## src/coil_pkg.sv

```systemverilog
// shared constants and types for the voice coil current and power mode controller
package coil_pkg;
  localparam int CLK_HZ      = 50_000_000;
  localparam int CLK_KHZ     = CLK_HZ / 1000;
  localparam int CLK_PER_US  = CLK_HZ / 1_000_000;
  localparam int SDN_LOW_US  = 500;                     // 0.5 ms of scl low
  localparam int SDN_CYC     = SDN_LOW_US * CLK_PER_US; // least time
  localparam int WAKE_US     = 100;
  localparam int WAKE_CYC    = WAKE_US * CLK_PER_US;    // longest time
  localparam int WAKE_LAT    = 4;                       // wake latency bound; the logic wakes 3 clocks after scl rises
  localparam int FSW_MIN_KHZ = 500;
  localparam int FSW_MAX_KHZ = 4000;
  localparam int PWM_PER0    = CLK_KHZ / FSW_MIN_KHZ;   // 100 cycles at select 0
  localparam int RAMP_STEP_NS = 1000;
  localparam int RAMP_DIV_CYC = RAMP_STEP_NS * CLK_KHZ / 1_000_000;
  localparam int DAC_W       = 10;
  localparam int FSEL_W      = 2;
  localparam int ST_W        = 3;

  localparam logic [7:0] OFF_SETPT  = 8'h00;
  localparam logic [7:0] OFF_MODE   = 8'h04;
  localparam logic [7:0] OFF_CTRL   = 8'h08;
  localparam logic [7:0] OFF_STATUS = 8'h0C;
  localparam logic [7:0] OFF_MASK   = 8'h10;
  localparam logic [7:0] OFF_STATE  = 8'h14;

  localparam int MODE_PWM_BIT  = 0;
  localparam int CTRL_FSEL_LSB = 0;
  localparam int ST_SHORT      = 0;
  localparam int ST_RAMP       = 1;
  localparam int ST_WAKE       = 2;
  localparam int STATE_PWR_LSB = 0;
  localparam int STATE_RMP_LSB = 4;

  localparam logic              MODE_RST   = 1'b0;
  localparam logic [FSEL_W-1:0] FSEL_RST   = 2'h0;
  localparam logic [ST_W-1:0]   MASK_RST   = 3'h0;
  localparam logic [ST_W-1:0]   STATUS_RST = 3'h0;

  typedef enum logic [1:0] {PWR_SDN, PWR_STBY, PWR_ACT} pwr_t;

  typedef struct packed {
    logic out_en;
    logic hs_on;
    logic ls_on;
    logic lin_en;
  } drive_t;

  typedef struct packed {
    logic       wr;
    logic       rd;
    logic [7:0] addr;
  } ahb_req_t;
endpackage

```

## src/coil_current_power_mode_ctrl.sv

```systemverilog
// power sequencing, setpoint ramp, drive generation and ahb-lite registers of the coil driver
//
// Design decisions made here: register access over AHB-Lite and the register addresses.
`timescale 1ns/1ps
module coil_current_power_mode_ctrl #(
  parameter int SHUTDOWN_CYCLES = coil_pkg::SDN_CYC,
  parameter int WAKE_CYCLES     = coil_pkg::WAKE_CYC,
  parameter int RAMP_DIV        = coil_pkg::RAMP_DIV_CYC,
  parameter int DAC_W           = coil_pkg::DAC_W
) (
  input  wire logic             CLK_SYS,
  input  wire logic             RST_B,
  input  wire logic             SCL_IN,
  input  wire logic             ILIM_TRIP,
  input  wire logic             HSEL,
  input  wire logic [31:0]      HADDR,
  input  wire logic [1:0]       HTRANS,
  input  wire logic             HWRITE,
  input  wire logic [2:0]       HSIZE,
  input  wire logic [31:0]      HWDATA,
  input  wire logic             HREADY,
  output logic                  HREADYOUT,
  output logic                  HRESP,
  output logic [31:0]           HRDATA,
  output logic                  IRQ,
  output coil_pkg::drive_t      DRIVE,
  output logic [DAC_W-1:0]      DAC_CODE,
  output coil_pkg::pwr_t        PWR_STATE
);
  localparam int CW = $clog2(SHUTDOWN_CYCLES + 1);
  localparam int DW = $clog2(RAMP_DIV + 1);
  localparam int ST = coil_pkg::ST_W;
  if (SHUTDOWN_CYCLES < 2 || WAKE_CYCLES < coil_pkg::WAKE_LAT || RAMP_DIV < 1
      || DAC_W < 4 || DAC_W > 16)
  begin : g_chk
    $error("coil_current_power_mode_ctrl: unsupported parameter value");
  end

  //////////////////////////////////////////////////////////////////////////////
  // pin synchronisers
  logic [1:0]          scl_sync;
  logic [1:0]          ilim_sync;
  logic                scl_prev;
  logic [CW-1:0]       low_cnt;
  coil_pkg::pwr_t      state;
  coil_pkg::pwr_t      next_state;
  logic [DAC_W-1:0]    setpt;
  logic [DAC_W-1:0]    ramp;
  logic                pwm_mode;
  logic [coil_pkg::FSEL_W-1:0] fsel;
  logic [ST-1:0]       status;
  logic [ST-1:0]       mask;
  wire scl      = scl_sync[1];
  wire ilim     = ilim_sync[1];
  wire scl_rise = scl & ~scl_prev;
  wire low_to   = (low_cnt == CW'(SHUTDOWN_CYCLES));
  always_ff @(posedge CLK_SYS or negedge RST_B)
  begin
    if (!RST_B)
    begin
      scl_sync  <= 2'h0;
      ilim_sync <= 2'h0;
      scl_prev  <= 1'b0;
    end
    else
    begin
      scl_sync  <= {scl_sync[0], SCL_IN};
      ilim_sync <= {ilim_sync[0], ILIM_TRIP};
      scl_prev  <= scl;
    end
  end

  // saturating count of consecutive low cycles on scl
  always_ff @(posedge CLK_SYS or negedge RST_B)
  begin
    if (!RST_B)
      low_cnt <= '0;
    else if (scl)
      low_cnt <= '0;
    else if (!low_to)
      low_cnt <= low_cnt + 1'b1;
  end

  //////////////////////////////////////////////////////////////////////////////
  // power state machine
  wire wake     = (state == coil_pkg::PWR_SDN) && scl_rise;
  wire short_ev = (state == coil_pkg::PWR_ACT) && ilim;
  always_comb
  begin
    next_state = state;
    case (state)
      coil_pkg::PWR_SDN:
        if (scl_rise)
          next_state = coil_pkg::PWR_STBY;
      coil_pkg::PWR_STBY:
        if (low_to)
          next_state = coil_pkg::PWR_SDN;
        else if (setpt != '0 && !ilim)
          next_state = coil_pkg::PWR_ACT;
      coil_pkg::PWR_ACT:
        if (low_to)
          next_state = coil_pkg::PWR_SDN;
        else if (ilim || setpt == '0)
          next_state = coil_pkg::PWR_STBY;
      default:
        next_state = coil_pkg::PWR_SDN;
    endcase
  end

  always_ff @(posedge CLK_SYS or negedge RST_B)
  begin
    if (!RST_B)
      state <= coil_pkg::PWR_SDN;
    else
      state <= next_state;
  end

  //////////////////////////////////////////////////////////////////////////////
  // ahb-lite slave: zero wait on writes, one wait state on reads
  coil_pkg::ahb_req_t req;
  logic               rd_done;
  wire ahb_sel  = HSEL & HREADY & HTRANS[1];
  wire rd_phase = req.rd & ~rd_done;
  wire wr_ok    = req.wr && state != coil_pkg::PWR_SDN;
  wire wr_setpt = wr_ok && req.addr == coil_pkg::OFF_SETPT;
  wire wr_mode  = wr_ok && req.addr == coil_pkg::OFF_MODE;
  wire wr_ctrl  = wr_ok && req.addr == coil_pkg::OFF_CTRL;
  wire wr_stat  = wr_ok && req.addr == coil_pkg::OFF_STATUS;
  wire wr_mask  = wr_ok && req.addr == coil_pkg::OFF_MASK;
  logic [31:0] rd_mux;
  always_comb
  begin
    rd_mux = 32'h0000_0000;
    case (req.addr)
      coil_pkg::OFF_SETPT:  rd_mux[DAC_W-1:0] = setpt;
      coil_pkg::OFF_MODE:   rd_mux[coil_pkg::MODE_PWM_BIT] = pwm_mode;
      coil_pkg::OFF_CTRL:   rd_mux[coil_pkg::CTRL_FSEL_LSB +: coil_pkg::FSEL_W] = fsel;
      coil_pkg::OFF_STATUS: rd_mux[ST-1:0] = status;
      coil_pkg::OFF_MASK:   rd_mux[ST-1:0] = mask;
      coil_pkg::OFF_STATE:
      begin
        rd_mux[coil_pkg::STATE_PWR_LSB +: 2]     = state;
        rd_mux[coil_pkg::STATE_RMP_LSB +: DAC_W] = ramp;
      end
      default:              rd_mux = 32'h0000_0000;
    endcase
  end

  always_ff @(posedge CLK_SYS or negedge RST_B)
  begin
    if (!RST_B)
    begin
      req     <= '0;
      rd_done <= 1'b0;
      HRDATA  <= 32'h0000_0000;
    end
    else
    begin
      if (HREADYOUT)
      begin
        req     <= ahb_sel ? coil_pkg::ahb_req_t'{wr: HWRITE, rd: ~HWRITE, addr: HADDR[7:0]} : '0;
        rd_done <= 1'b0;
      end
      if (rd_phase)
      begin
        HRDATA  <= rd_mux;
        rd_done <= 1'b1;
      end
    end
  end

  assign HREADYOUT = ~rd_phase;
  assign HRESP     = 1'b0;

  //////////////////////////////////////////////////////////////////////////////
  // registers; a wake from shutdown reloads every default except the status bits
  logic [ST-1:0] events;
  logic          arrived_q;
  wire           arrived = (ramp == setpt) && state == coil_pkg::PWR_ACT;
  assign events = ST'({wake, arrived & ~arrived_q, short_ev} << coil_pkg::ST_SHORT);
  always_ff @(posedge CLK_SYS or negedge RST_B)
  begin
    if (!RST_B)
      setpt <= '0;
    else if (wake || short_ev)
      setpt <= '0;
    else if (wr_setpt)
      setpt <= HWDATA[DAC_W-1:0];
  end

  always_ff @(posedge CLK_SYS or negedge RST_B)
  begin
    if (!RST_B)
    begin
      pwm_mode <= coil_pkg::MODE_RST;
      fsel     <= coil_pkg::FSEL_RST;
      mask     <= coil_pkg::MASK_RST;
    end
    else if (wake)
    begin
      pwm_mode <= coil_pkg::MODE_RST;
      fsel     <= coil_pkg::FSEL_RST;
      mask     <= coil_pkg::MASK_RST;
    end
    else
    begin
      if (wr_mode)
        pwm_mode <= HWDATA[coil_pkg::MODE_PWM_BIT];
      if (wr_ctrl)
        fsel <= HWDATA[coil_pkg::CTRL_FSEL_LSB +: coil_pkg::FSEL_W];
      if (wr_mask)
        mask <= HWDATA[ST-1:0];
    end
  end

  // sticky status, write one to clear, a new event wins over the clear
  always_ff @(posedge CLK_SYS or negedge RST_B)
  begin
    if (!RST_B)
      status <= coil_pkg::STATUS_RST;
    else
      status <= (status & ~(wr_stat ? HWDATA[ST-1:0] : '0)) | events;
  end

  assign IRQ = |(status & mask);

  //////////////////////////////////////////////////////////////////////////////
  // setpoint ramp, one lsb per divider pulse; this code feeds the converter
  logic [DW-1:0] div_cnt;
  wire           step_en = (div_cnt == DW'(RAMP_DIV - 1));
  always_ff @(posedge CLK_SYS or negedge RST_B)
  begin
    if (!RST_B)
    begin
      div_cnt   <= '0;
      ramp      <= '0;
      arrived_q <= 1'b0;
    end
    else
    begin
      div_cnt   <= step_en ? '0 : div_cnt + 1'b1;
      arrived_q <= arrived;
      if (state != coil_pkg::PWR_ACT)
        ramp <= '0;
      else if (step_en && ramp < setpt)
        ramp <= ramp + 1'b1;
      else if (step_en && ramp > setpt)
        ramp <= ramp - 1'b1;
    end
  end

  assign DAC_CODE = ramp;

  //////////////////////////////////////////////////////////////////////////////
  // pwm: period halves per select step, high side leads each period
  logic [6:0]       pwm_cnt;
  logic [6:0]       per;
  logic [DAC_W+6:0] prod;
  coil_pkg::drive_t next_drive;
  assign per  = 7'(coil_pkg::PWM_PER0 >> fsel);
  assign prod = ramp * per;
  wire pwm_run = (state == coil_pkg::PWR_ACT) && pwm_mode;
  wire duty_hi = prod[DAC_W+6:DAC_W] > pwm_cnt;
  wire act     = (state == coil_pkg::PWR_ACT);
  assign next_drive = '{out_en: act,
                        hs_on:  pwm_run & duty_hi,
                        ls_on:  pwm_run & ~duty_hi,
                        lin_en: act & ~pwm_mode};

  always_ff @(posedge CLK_SYS or negedge RST_B)
  begin
    if (!RST_B)
    begin
      pwm_cnt <= '0;
      DRIVE   <= '0;
    end
    else
    begin
      pwm_cnt <= (!pwm_run || pwm_cnt >= per - 1'b1) ? '0 : pwm_cnt + 1'b1;
      DRIVE   <= next_drive;
    end
  end

  assign PWR_STATE = state;
endmodule

```

## config.mk

```make
export PLATFORM = sky130hd
export DESIGN_NAME = coil_current_power_mode_ctrl
export DESIGN_NICKNAME = d
export VERILOG_FILES = /design/src/coil_pkg.sv /design/src/coil_current_power_mode_ctrl.sv
export SDC_FILE = /design/constraint.sdc
export NUM_CORES = 1
export LEC_CHECK = 0
export BUFFER_PORTS_ARGS = -buffer_cell sky130_fd_sc_hd__buf_2
export CORE_MARGIN = 2
export CORE_UTILIZATION = 52
export DETAILED_ROUTE_END_ITERATION = 6
export PLACE_DENSITY_LB_ADDON = 0.05
export SLEW_MARGIN = 20
export SYNTH_ARGS = -nofsm -noshare
export SYNTH_HDL_FRONTEND = slang
export SYNTH_SLANG_ARGS = --single-unit
```

## constraint.sdc

```tcl
create_clock -name CLK_SYS -period 6.3 [get_ports CLK_SYS]
set_input_delay 0.63 -clock CLK_SYS [delete_from_list [all_inputs] [get_ports CLK_SYS]]
set_output_delay 0.63 -clock CLK_SYS [all_outputs]
set_load 0.01 [all_outputs]
```

==> results.tsv, run 1 <==
metric	value	unit
Pwr Density	391	mW/mm2
first-pass GRT wire length	27500	um
drt via density	5.58	
initial core utilization	53.6	%
Ports	127	
CP Buf/Inv Count	3	
min cycle time layout	6.00	ns
# setup viols final	0	
ranking of synthesized cells by area	dfrtp_1 33%, ha_1 13%, fa_1 11%	
Fin. Hold Viols	0	
WP data required	6.58	ns
Worst Tran Pin Value	0.901	ns
row count	42	
Post-synth top flop	dfrtp_1	
Rel. slew slack	39.9	%
Core Util, Final	59.9	%
Max Buffers Root-to-Sink	2	
DP Cell Count	984	
Pre-antenna DRT Iters	7	
Post-synth ARST share	100	%
Crit path top cell by count	fa_1	
Area Growth Syn to Fin	11.9	%
Yosys warning count	0	
number of diodes	0	
Netlist cell types	66	
switching share of power	42.8	%
CORE AREA	0.0133	mm2
setup TNS	0	ns
cts hold-fix bufs	0	
RSZ-0062 raised after global routing	no	
DRC	0	
setup ws final	0.302	ns
Clock Pin Slew Worst Setup and Hold Paths	0.07	ns
routability cong.	0.850	
die height	121	um
via count	5583	
Final Cell Area	0.00797	mm2
max-slew violations	0	
layout cell share with drive strength beyond 1	12.6	%
Post-DP Area	0.00762	mm2
Post-DRT Antenna Nets	0	
CP arrival	6.28	ns
peak supply drop	0.619	mV
fin crit share	95.2	%
DP Worst Slack	0.313	ns
post-synthesis cell area	0.00712	mm2
Int Pwr	1.79	mW
Fillers	1189	
Psw	1.33	mW
initial antenna violation count	0	
CTS tree	built	
Yosys top cell by area	dfrtp_1	
post-cts resize count	0	
max frequency	167	MHz
number of synthesized flops with an enable pin	0	
vias in the first global route	5565	
Yosys top cell area share	33.0	%
clock share of power	20.3	%
commonest cells after routing, fill and taps aside	94 x dfrtp_1, 89 x inv_1, 73 x ha_1	
Post-Syn Instances	753	
Max Cap Violations	0	
Layout Nets	1007	
number of cells on the critical path	23	
final WL	16600	um
worst r2r path cells	23	
commonest non-fill, non-tap cell in the layout	dfrtp_1	
post-DR wirelength/cell	16.6	um
H-tree Lvls	3	
TritonCTS Sinks	94	
Leakage	4.06	nW
CP top delay family	adder cells	
register area share after synthesis	33.0	%
largest net degree at the start of global routing	73	
clock buffer count from CTS	9	
port bufs	57	
slowest stage cell, crit path	fa_1	
final setup skew	0.00931	ns
post-synthesis register bit count	94	
kind of critical path	register to register	
Total GRT Usage	24.0	%
die area	0.0147	mm2
root buffer cell	clkbuf_16	
clock insertion delay at the later pin of the skew report	0.35	ns
Setup crit end kind	register	
status	completed	
hpwl dp	12700	um
Design Power	3.12	mW
Mean Syn Cell Area	9.46	um2
Final Non-Filler Cells	1000	
Hold Crit Class	input pin to asynchronous set/reset pin	
setup bufs post-CTS	0	
Chip Width	121	um
Hold WS	0.158	ns
Seq pwr share	25.2	%
setup slack, reg-to-reg	0.30	ns
crit-path max FO	8	
initial DRC count	317	
CP peak stage delay	0.58	ns
Logic pwr share	54.5	%
crit-path cells	inv_1 > ha_1 > and2_1 > fa_1 > fa_1 > fa_1 > inv_1 > fa_1 > inv_1 > ha_1 > a21o_1 > a211o_1 > o211ai_1 > a21oi_1 > nor2_1 > xnor2_1 > ha_1 > a21oi_1 > nor2b_1 > o21ai_0 > o21ai_0 > o22ai_1 > nor2b_1	
startpoint types	register	
GR Overflow Total	0	
==> synthesized netlist by cell type, types with 3 or more instances <==
library cell and count:
inv_1 89, nand4b_1 3, xor2_1 12, and3_1 3, a31oi_1 6, xnor2_1 17, dfrtp_1 94, or3_1 4
mux2i_1 4, a21o_1 7, ha_1 73, nand2_1 68, nand2b_1 7, buf_4 19, a221oi_1 7, o31ai_1 7
fa_1 39, a2111oi_0 7, clkbuf_1 18, and2_1 25, a211oi_1 5, nand4_1 8, a22o_1 20, nor2_1 65
nand3_1 26, a21oi_1 25, o21ai_0 20, nor3_1 9, nor2b_1 20
==> worst paths after layout <==
path                              from           to
setup / recovery               fsel[0]     DRIVE[1]
min in group CLK_SYS       scl_sync[0]  scl_sync[1]
hold / removal                   RST_B  low_cnt[12]
max in group asynchronous        RST_B   div_cnt[0]
setup reg to reg               fsel[0]     DRIVE[1]
hold reg to reg            scl_sync[0]  scl_sync[1]
==> flip-flops by register name (all words and copies together) (netlist names) <==
name and flops:
setpt 10, scl_sync 2, low_cnt 15, DAC_CODE 10, status 3, HRDATA 14, fsel 2, arrived_q 1
scl_prev 1, mask 3, PWR_STATE 2, rd_done 1, ilim_sync 2, div_cnt 6, DRIVE 4, req 10
pwm_cnt 7, pwm_mode 1
==> cell type report <==
| cell class | count | area [um2] | area share (%) |
|---|---|---|---|
| tap | 176 | 220 | 2.76 |
| multi-input combinational | 549 | 4290 | 53.8 |
| clock inverter | 6 | 118 | 1.48 |
| inverter | 89 | 334 | 4.19 |
| timing repair buffer | 76 | 430 | 5.40 |
| clock buffer | 10 | 229 | 2.87 |
| sequential | 94 | 2350 | 29.5 |
==> kinds of logic (layout without fill, tap and decap cells) <==
group / Yosys count / in the layout / share of synthesized area (%)
buffers and inverters: 128 / 181 / 7.76
AO/OA/AOI/OAI: 128 / 128 / 13.0
XOR/XNOR: 29 / 29 / 3.57
flip-flops: 94 / 94 / 33.0
multiplexers: 6 / 6 / 1.04
other: 2 / 20 / 0.105
AND/OR/NAND/NOR: 254 / 254 / 17.8
adder cells (fa/ha/maj): 112 / 112 / 23.8
==> power groups by stage <==
stage,sequential (mW),clock [mW],combinational (mW)
global placement,0.797,0,1.63
detailed placement,0.798,0,1.70
floorplan,0.796,0,1.24
global route,0.799,0.671,1.92
CTS,0.786,0.645,1.71
finish,0.787,0.632,1.70
==> worst register-to-register path: cells and delay by family (launching register included) <==
| kind | cells | cell delay (ns) |
|---|---|---|
| buf+inv | 3 | 0.16 |
| xor+xnor | 1 | 0.13 |
| flops | 1 | 0.34 |
| compound gates | 8 | 1.59 |
| fa+ha+maj | 7 | 3.11 |
| simple gates | 4 | 0.58 |
==> metal layers <==
| layer | part of all wire [%] | routed length [um] | GRT usage [%] |
|---|---|---|---|
| met5 | 0 | 0 | 0 |
| met2 | 48 | 7890 | 39.1 |
| met3 | 5.1 | 851 | 4.89 |
| met1 | 46 | 7670 | 33.4 |
| met4 | 1.2 | 193 | 5.09 |
Power figures use the tool's default switching activity.
==> run 2: changes to the inputs <==
Settings changed: ABC_AREA set to 1.
==> run 2 against run 1 <==
Non-clock buffer count is 14 lower. Final cell count is 21% higher. Maximum frequency is 5.5% higher. Critical path type unchanged. Critical endpoint is now DRIVE[2].
==> results.tsv, run 2 <==
metric	value	unit
Hold Crit Class	input pin to asynchronous set/reset pin	
kind of critical path	register to register	
clock buffer count from CTS	9	
RSZ-0062 raised after global routing	no	
vias in the first global route	5788	
CP peak stage delay	0.66	ns
Largest regs	low_cnt x15, HRDATA x14	
drt via density	5.15	
setup bufs post-CTS	0	
number of synthesized flops with an enable pin	0	
startpoint types	register	
routability cong.	0.854	
crit-path cells	inv_1 > ha_1 > nand2_1 > fa_1 > fa_1 > inv_1 > fa_1 > inv_1 > fa_1 > inv_1 > ha_1 > nand2_1 > inv_1 > a21boi_0 > nand2_1 > a21oi_1 > xnor2_1 > ha_1 > a21oi_1 > o21ai_0 > nand2_1 > o211ai_1 > and3_1	
Max Buffers Root-to-Sink	2	
Yosys top cell by area	dfrtp_1	
via count	6220	
Pre-antenna DRT Iters	5	
initial antenna violation count	0	
final setup skew	0.00542	ns
die height	125	um
Post-DRT Antenna Nets	0	
Design Power	3.77	mW
Clock Pin Slew Worst Setup and Hold Paths	0.07	ns
largest net degree at the start of global routing	80	
Post-synth top flop	dfrtp_1	
slowest stage cell, crit path	ha_1	
Yosys top cell area share	31.2	%
max-slew violations	0	
commonest non-fill, non-tap cell in the layout	inv_1	
Worst Tran Pin Value	0.863	ns
CP arrival	5.94	ns
Netlist cell types	43	
WP data required	6.55	ns
row count	44	
Chip Width	125	um
Yosys warning count	0	
cts hold-fix bufs	0	
peak supply drop	0.303	mV
root buffer cell	clkbuf_16	
status	completed	
port bufs	57	
layout cell share with drive strength beyond 1	8.99	%
Rel. slew slack	42.2	%
setup TNS	0	ns
Pwr Density	458	mW/mm2
die area	0.0155	mm2
crit-path max FO	16	
commonest cells after routing, fill and taps aside	186 x inv_1, 185 x nand2_1, 94 x dfrtp_1	
post-DR wirelength/cell	14.2	um
Hold WS	0.119	ns
synth cell count leaders	186 x inv_1, 185 x nand2_1, 94 x dfrtp_1, 79 x nor2_1, 73 x ha_1	
initial DRC count	357	
Biggest register	low_cnt	
post-cts resize count	0	
Area Growth Syn to Fin	9.11	%
TritonCTS Sinks	94	
Final Cell Area	0.00824	mm2
Mean Syn Cell Area	7.82	um2
Ports	127	
Core Util, Final	57.3	%
DRC	0	
Fin. Hold Viols	0	
post-synthesis cell area	0.00755	mm2
Post-Syn Instances	965	
GR Overflow Total	0	
Largest register FFs	15	
Layout Nets	1206	
post-synthesis register bit count	94	
register area share after synthesis	31.2	%
first-pass GRT wire length	28800	um
max frequency	176	MHz
# setup viols final	0	
H-tree Lvls	3	
Leakage	4.47	nW
Post-synth ARST share	100	%
min cycle time layout	5.68	ns
Setup crit end kind	register	
initial core utilization	52.6	%
most common cell in the netlist	inv_1	
Total GRT Usage	22.9	%
Post-DP Area	0.00794	mm2
number of diodes	0	
Crit path top cell by count	inv_1	
final WL	17200	um
CTS tree	built	
hpwl dp	12900	um
clock insertion delay at the later pin of the skew report	0.36	ns
ranking of synthesized cells by area	dfrtp_1 31%, ha_1 12%, fa_1 10%	
fin crit share	90.2	%
Max Cap Violations	0	
CORE AREA	0.0144	mm2
[run 2: changes by cell type after synthesis, sizes merged, moves of 8 or more]
cell     previous run  this run
a2111oi             8         0
a21oi              26        55
a22o               20         0
and2               25         0
clkbuf             19        11
inv                89       190
nand2              69       188
nand3              26        56
nand4               8        18
nor2               67        82
nor2b              20         0
o21ai              20        52
o22ai               2        16
xnor2              17         6
[run 2: through the flow]
step	setup WS, ns	cells
6_report	0.616	1207
4_1_cts	0.583	1207
5_1_grt	0.197	1207
2_1_floorplan	0.532	983
3_5_place_dp	0.665	1191
3_3_place_gp	0.675	1191
[run 2: final cells by class]
type	instances	area, um2
clock buffer	10	239
clock inverter	6	53.8
fill	1374	6130
inverter	190	716
multi-input combinational	661	4320
sequential	94	2350
tap	184	230
timing repair buffer	62	329
[run 2: worst max-delay path: cells and delay by family, from the launching register on]
family                   cells  cell delay (ns)
AO/OA/AOI/OAI                5             0.66
AND/OR/NAND/NOR              5             0.69
buffers and inverters        5             0.27
flip-flops                   1             0.42
adder cells (fa/ha/maj)      7             3.40
XOR/XNOR                     1             0.15
[run 2: worst paths after layout]
| path | slack [ns] | start | cells after the start | end |
|---|---|---|---|---|
| setup / recovery | 0.62 | fsel[0] | 23 | DRIVE[2] |
| hold / removal | 0.12 | RST_B | 1 | low_cnt[3] |
| setup reg to reg | 0.62 | fsel[0] | 23 | DRIVE[2] |
| hold reg to reg | 0.37 | scl_sync[0] | 0 | scl_sync[1] |
| max in group asynchronous | 5.21 | RST_B | 2 | DAC_CODE[6] |
| min in group CLK_SYS | 0.37 | scl_sync[0] | 0 | scl_sync[1] |
[run 2: metal layers]
metal	part of all wire, %	global-route usage [%]	up-vias
li1	-	-	3144
met3	4.2	4.34	13
met4	1.0	5.02	0
met5	0	0	-
met2	47	36.2	119
met1	48	32.9	2944
[run 2: power breakdown]
group	switching (mW)	internal [mW]
Combinational	1.47	0.833
Clock	0.260	0.286
Sequential	0.191	0.731
[run 2: logic make-up (layout without fill, tap and decap cells)]
family | Yosys count | after routing | synth area share (%)
DFF | 94 | 94 | 31.2
and+or+nand+nor | 361 | 361 | 20.5
other | 2 | 20 | 0.0995
AOI/OAI and AO/OA | 149 | 149 | 11.1
xor gates and xnor gates | 19 | 19 | 2.20
adders and majority gates | 112 | 112 | 22.4
buffers and inverters | 228 | 268 | 12.5
==> run 3: changes to the inputs <==
Settings changed: CORE_UTILIZATION 52 to 62, PLACE_DENSITY set to 0.85, PLACE_DENSITY_LB_ADDON 0.05 to unset.
Clock period 6.3 ns to 7.3 ns, I/O delays scaled along.
==> run 3 against run 2 <==
Combinational power fell by 12%. Non-clock buffer count fell by 1. Clock skew rose by 0.0045 ns. Flip-flop and latch count did not move. Clock power fell by 16%. Sequential share of layout area rose by 0.21 points. Critical path depth did not move.
==> results.tsv, run 3 (synthesis results as in run 2) <==
metric	value	unit
RSZ-0062 raised after global routing	no	
final setup skew	0.00992	ns
Largest register FFs	15	
switching share of power	51.6	%
die height	114	um
Area Growth Syn to Fin	8.33	%
Psw	1.70	mW
Chip Width	114	um
port bufs	57	
hpwl dp	12800	um
setup bufs post-CTS	0	
Int Pwr	1.59	mW
Pwr Density	402	mW/mm2
setup TNS	0	ns
cts hold-fix bufs	0	
Fillers	991	
CP arrival	6.02	ns
Ports	127	
clock buffer count from CTS	9	
CP Buf/Inv Count	5	
DP Worst Slack	1.56	ns
Leakage	4.47	nW
Crit path top cell by count	nand2_1	
H-tree Lvls	3	
Total GRT Usage	27.1	%
Logic pwr share	61.4	%
WP data required	7.54	ns
commonest cells after routing, fill and taps aside	186 x inv_1, 185 x nand2_1, 94 x dfrtp_1	
Layout Nets	1205	
Rel. slew slack	41.9	%
CTS tree	built	
first-pass GRT wire length	28100	um
max-slew violations	0	
TritonCTS Sinks	94	
Final Non-Filler Cells	1169	
# setup viols final	0	
Hold Crit Class	input pin to asynchronous set/reset pin	
commonest non-fill, non-tap cell in the layout	inv_1	
Post-DRT Antenna Nets	0	
Worst Tran Pin Value	0.868	ns
initial core utilization	63.1	%
slowest stage cell, crit path	ha_1	
number of diodes	0	
Worst Setup SP	fsel[1]	
clock share of power	14.0	%
via count	6412	
Pre-antenna DRT Iters	7	
vias in the first global route	6097	
fin crit share	79.2	%
die area	0.0131	mm2
CP endpoint	DRIVE[2]	
reg-to-reg startpoint	fsel[1]	
clock insertion delay at the later pin of the skew report	0.35	ns
largest net degree at the start of global routing	64	
setup ws final	1.52	ns
peak supply drop	0.335	mV
Worst R2R End	DRIVE[2]	
CORE AREA	0.0120	mm2
kind of critical path	register to register	
initial DRC count	531	
Biggest register	low_cnt	
Max Buffers Root-to-Sink	2	
DP Cell Count	1153	
Clock Pin Slew Worst Setup and Hold Paths	0.07	ns
status	completed	
drt via density	5.49	
Seq pwr share	24.6	%
crit-path max FO	15	
layout cell share with drive strength beyond 1	8.90	%
CP peak stage delay	0.66	ns
number of cells on the critical path	23	
DRC	0	
Setup crit end kind	register	
worst r2r path cells	23	
post-DR wirelength/cell	14.5	um
routability cong.	0.944	
GR Overflow Total	0	
startpoint types	register	
crit-path cells	inv_1 > buf_4 > ha_1 > nand2_1 > inv_1 > fa_1 > fa_1 > fa_1 > inv_1 > fa_1 > inv_1 > ha_1 > a21oi_1 > o21ai_0 > a211oi_1 > nand2_1 > nand2_1 > nand2_1 > ha_1 > nand2_1 > nor2_1 > nand4_1 > and3_1	
min cycle time layout	5.78	ns
max frequency	173	MHz
Max Cap Violations	0	
setup slack, reg-to-reg	1.52	ns
final WL	16900	um
initial antenna violation count	0	
Largest regs	low_cnt x15, HRDATA x14	
CP top delay family	adder cells	
row count	40	
Fin. Hold Viols	0	
root buffer cell	clkbuf_16	
post-cts resize count	0	
[run 3: cell count changes in the layout (fill, tap and decap cells not counted), sizes merged]
cell	change
buf	-1
clkbuf	-1
clkinv	+4
clkinvlp	-3
[run 3: cell type report]
cell class,instances,area (um2),area share (%)
multi-input combinational,661,4320,52.8
sequential,94,2350,28.8
clock buffer,9,225,2.75
tap,147,184,2.25
clock inverter,7,66.3,0.811
timing repair buffer,61,318,3.88
inverter,190,716,8.75
[run 3: per-stage QoR]
step / total power, mW / hold WS, ns / util [%] / instance area (um2)
4_1_cts: 3.28 / 0.310 / 68.4 / 8180
5_1_grt: 3.61 / 0.337 / 68.4 / 8180
2_1_floorplan: 2.26 / 0.331 / - / 7620
6_report: 3.29 / 0.298 / 68.4 / 8180
3_3_place_gp: 2.72 / 0.334 / 66.0 / 7890
3_5_place_dp: 2.80 / 0.335 / 66.0 / 7890
[run 3: worst min-delay path by stage]
stage	depth (start not counted)	end
detailed placement	0	scl_sync[1]
floorplan	0	ilim_sync[1]
CTS	1	low_cnt[11]
global route	1	low_cnt[5]
global placement	0	scl_sync[1]
finish	1	low_cnt[11]
[run 3: power by group through the flow]
| stage | combinational (mW) | clock (mW) | sequential (mW) |
|---|---|---|---|
| 2_1_floorplan | 1.50 | 0 | 0.755 |
| 3_3_place_gp | 1.91 | 0 | 0.808 |
| 3_5_place_dp | 1.99 | 0 | 0.811 |
| 4_1_cts | 2.01 | 0.463 | 0.802 |
| 5_1_grt | 2.30 | 0.488 | 0.820 |
| 6_report | 2.02 | 0.461 | 0.809 |
[run 3: worst reg2reg max path, cell delays in order, from the launching register on]
cell and delay [ns]:
dfrtp_1 0.35, inv_1 0.05, buf_4 0.16, ha_1 0.66, nand2_1 0.12, inv_1 0.09, fa_1 0.43, fa_1 0.53
fa_1 0.55, inv_1 0.06, fa_1 0.53, inv_1 0.04, ha_1 0.33, a21oi_1 0.27, o21ai_0 0.14, a211oi_1 0.32
nand2_1 0.10, nand2_1 0.06, nand2_1 0.05, ha_1 0.28, nand2_1 0.05, nor2_1 0.13, nand4_1 0.16, and3_1 0.22
[run 3: metal layers]
| metal | GRT usage [%] | wire length (um) | part of all wire, % | vias up |
|---|---|---|---|---|
| met5 | 0 | 0 | 0 | - |
| met4 | 9.51 | 415 | 2.5 | 0 |
| met3 | 5.13 | 1080 | 6.4 | 41 |
| met2 | 45.2 | 8140 | 48 | 217 |
| met1 | 35.6 | 7290 | 43 | 3011 |
| li1 | - | - | - | 3143 |
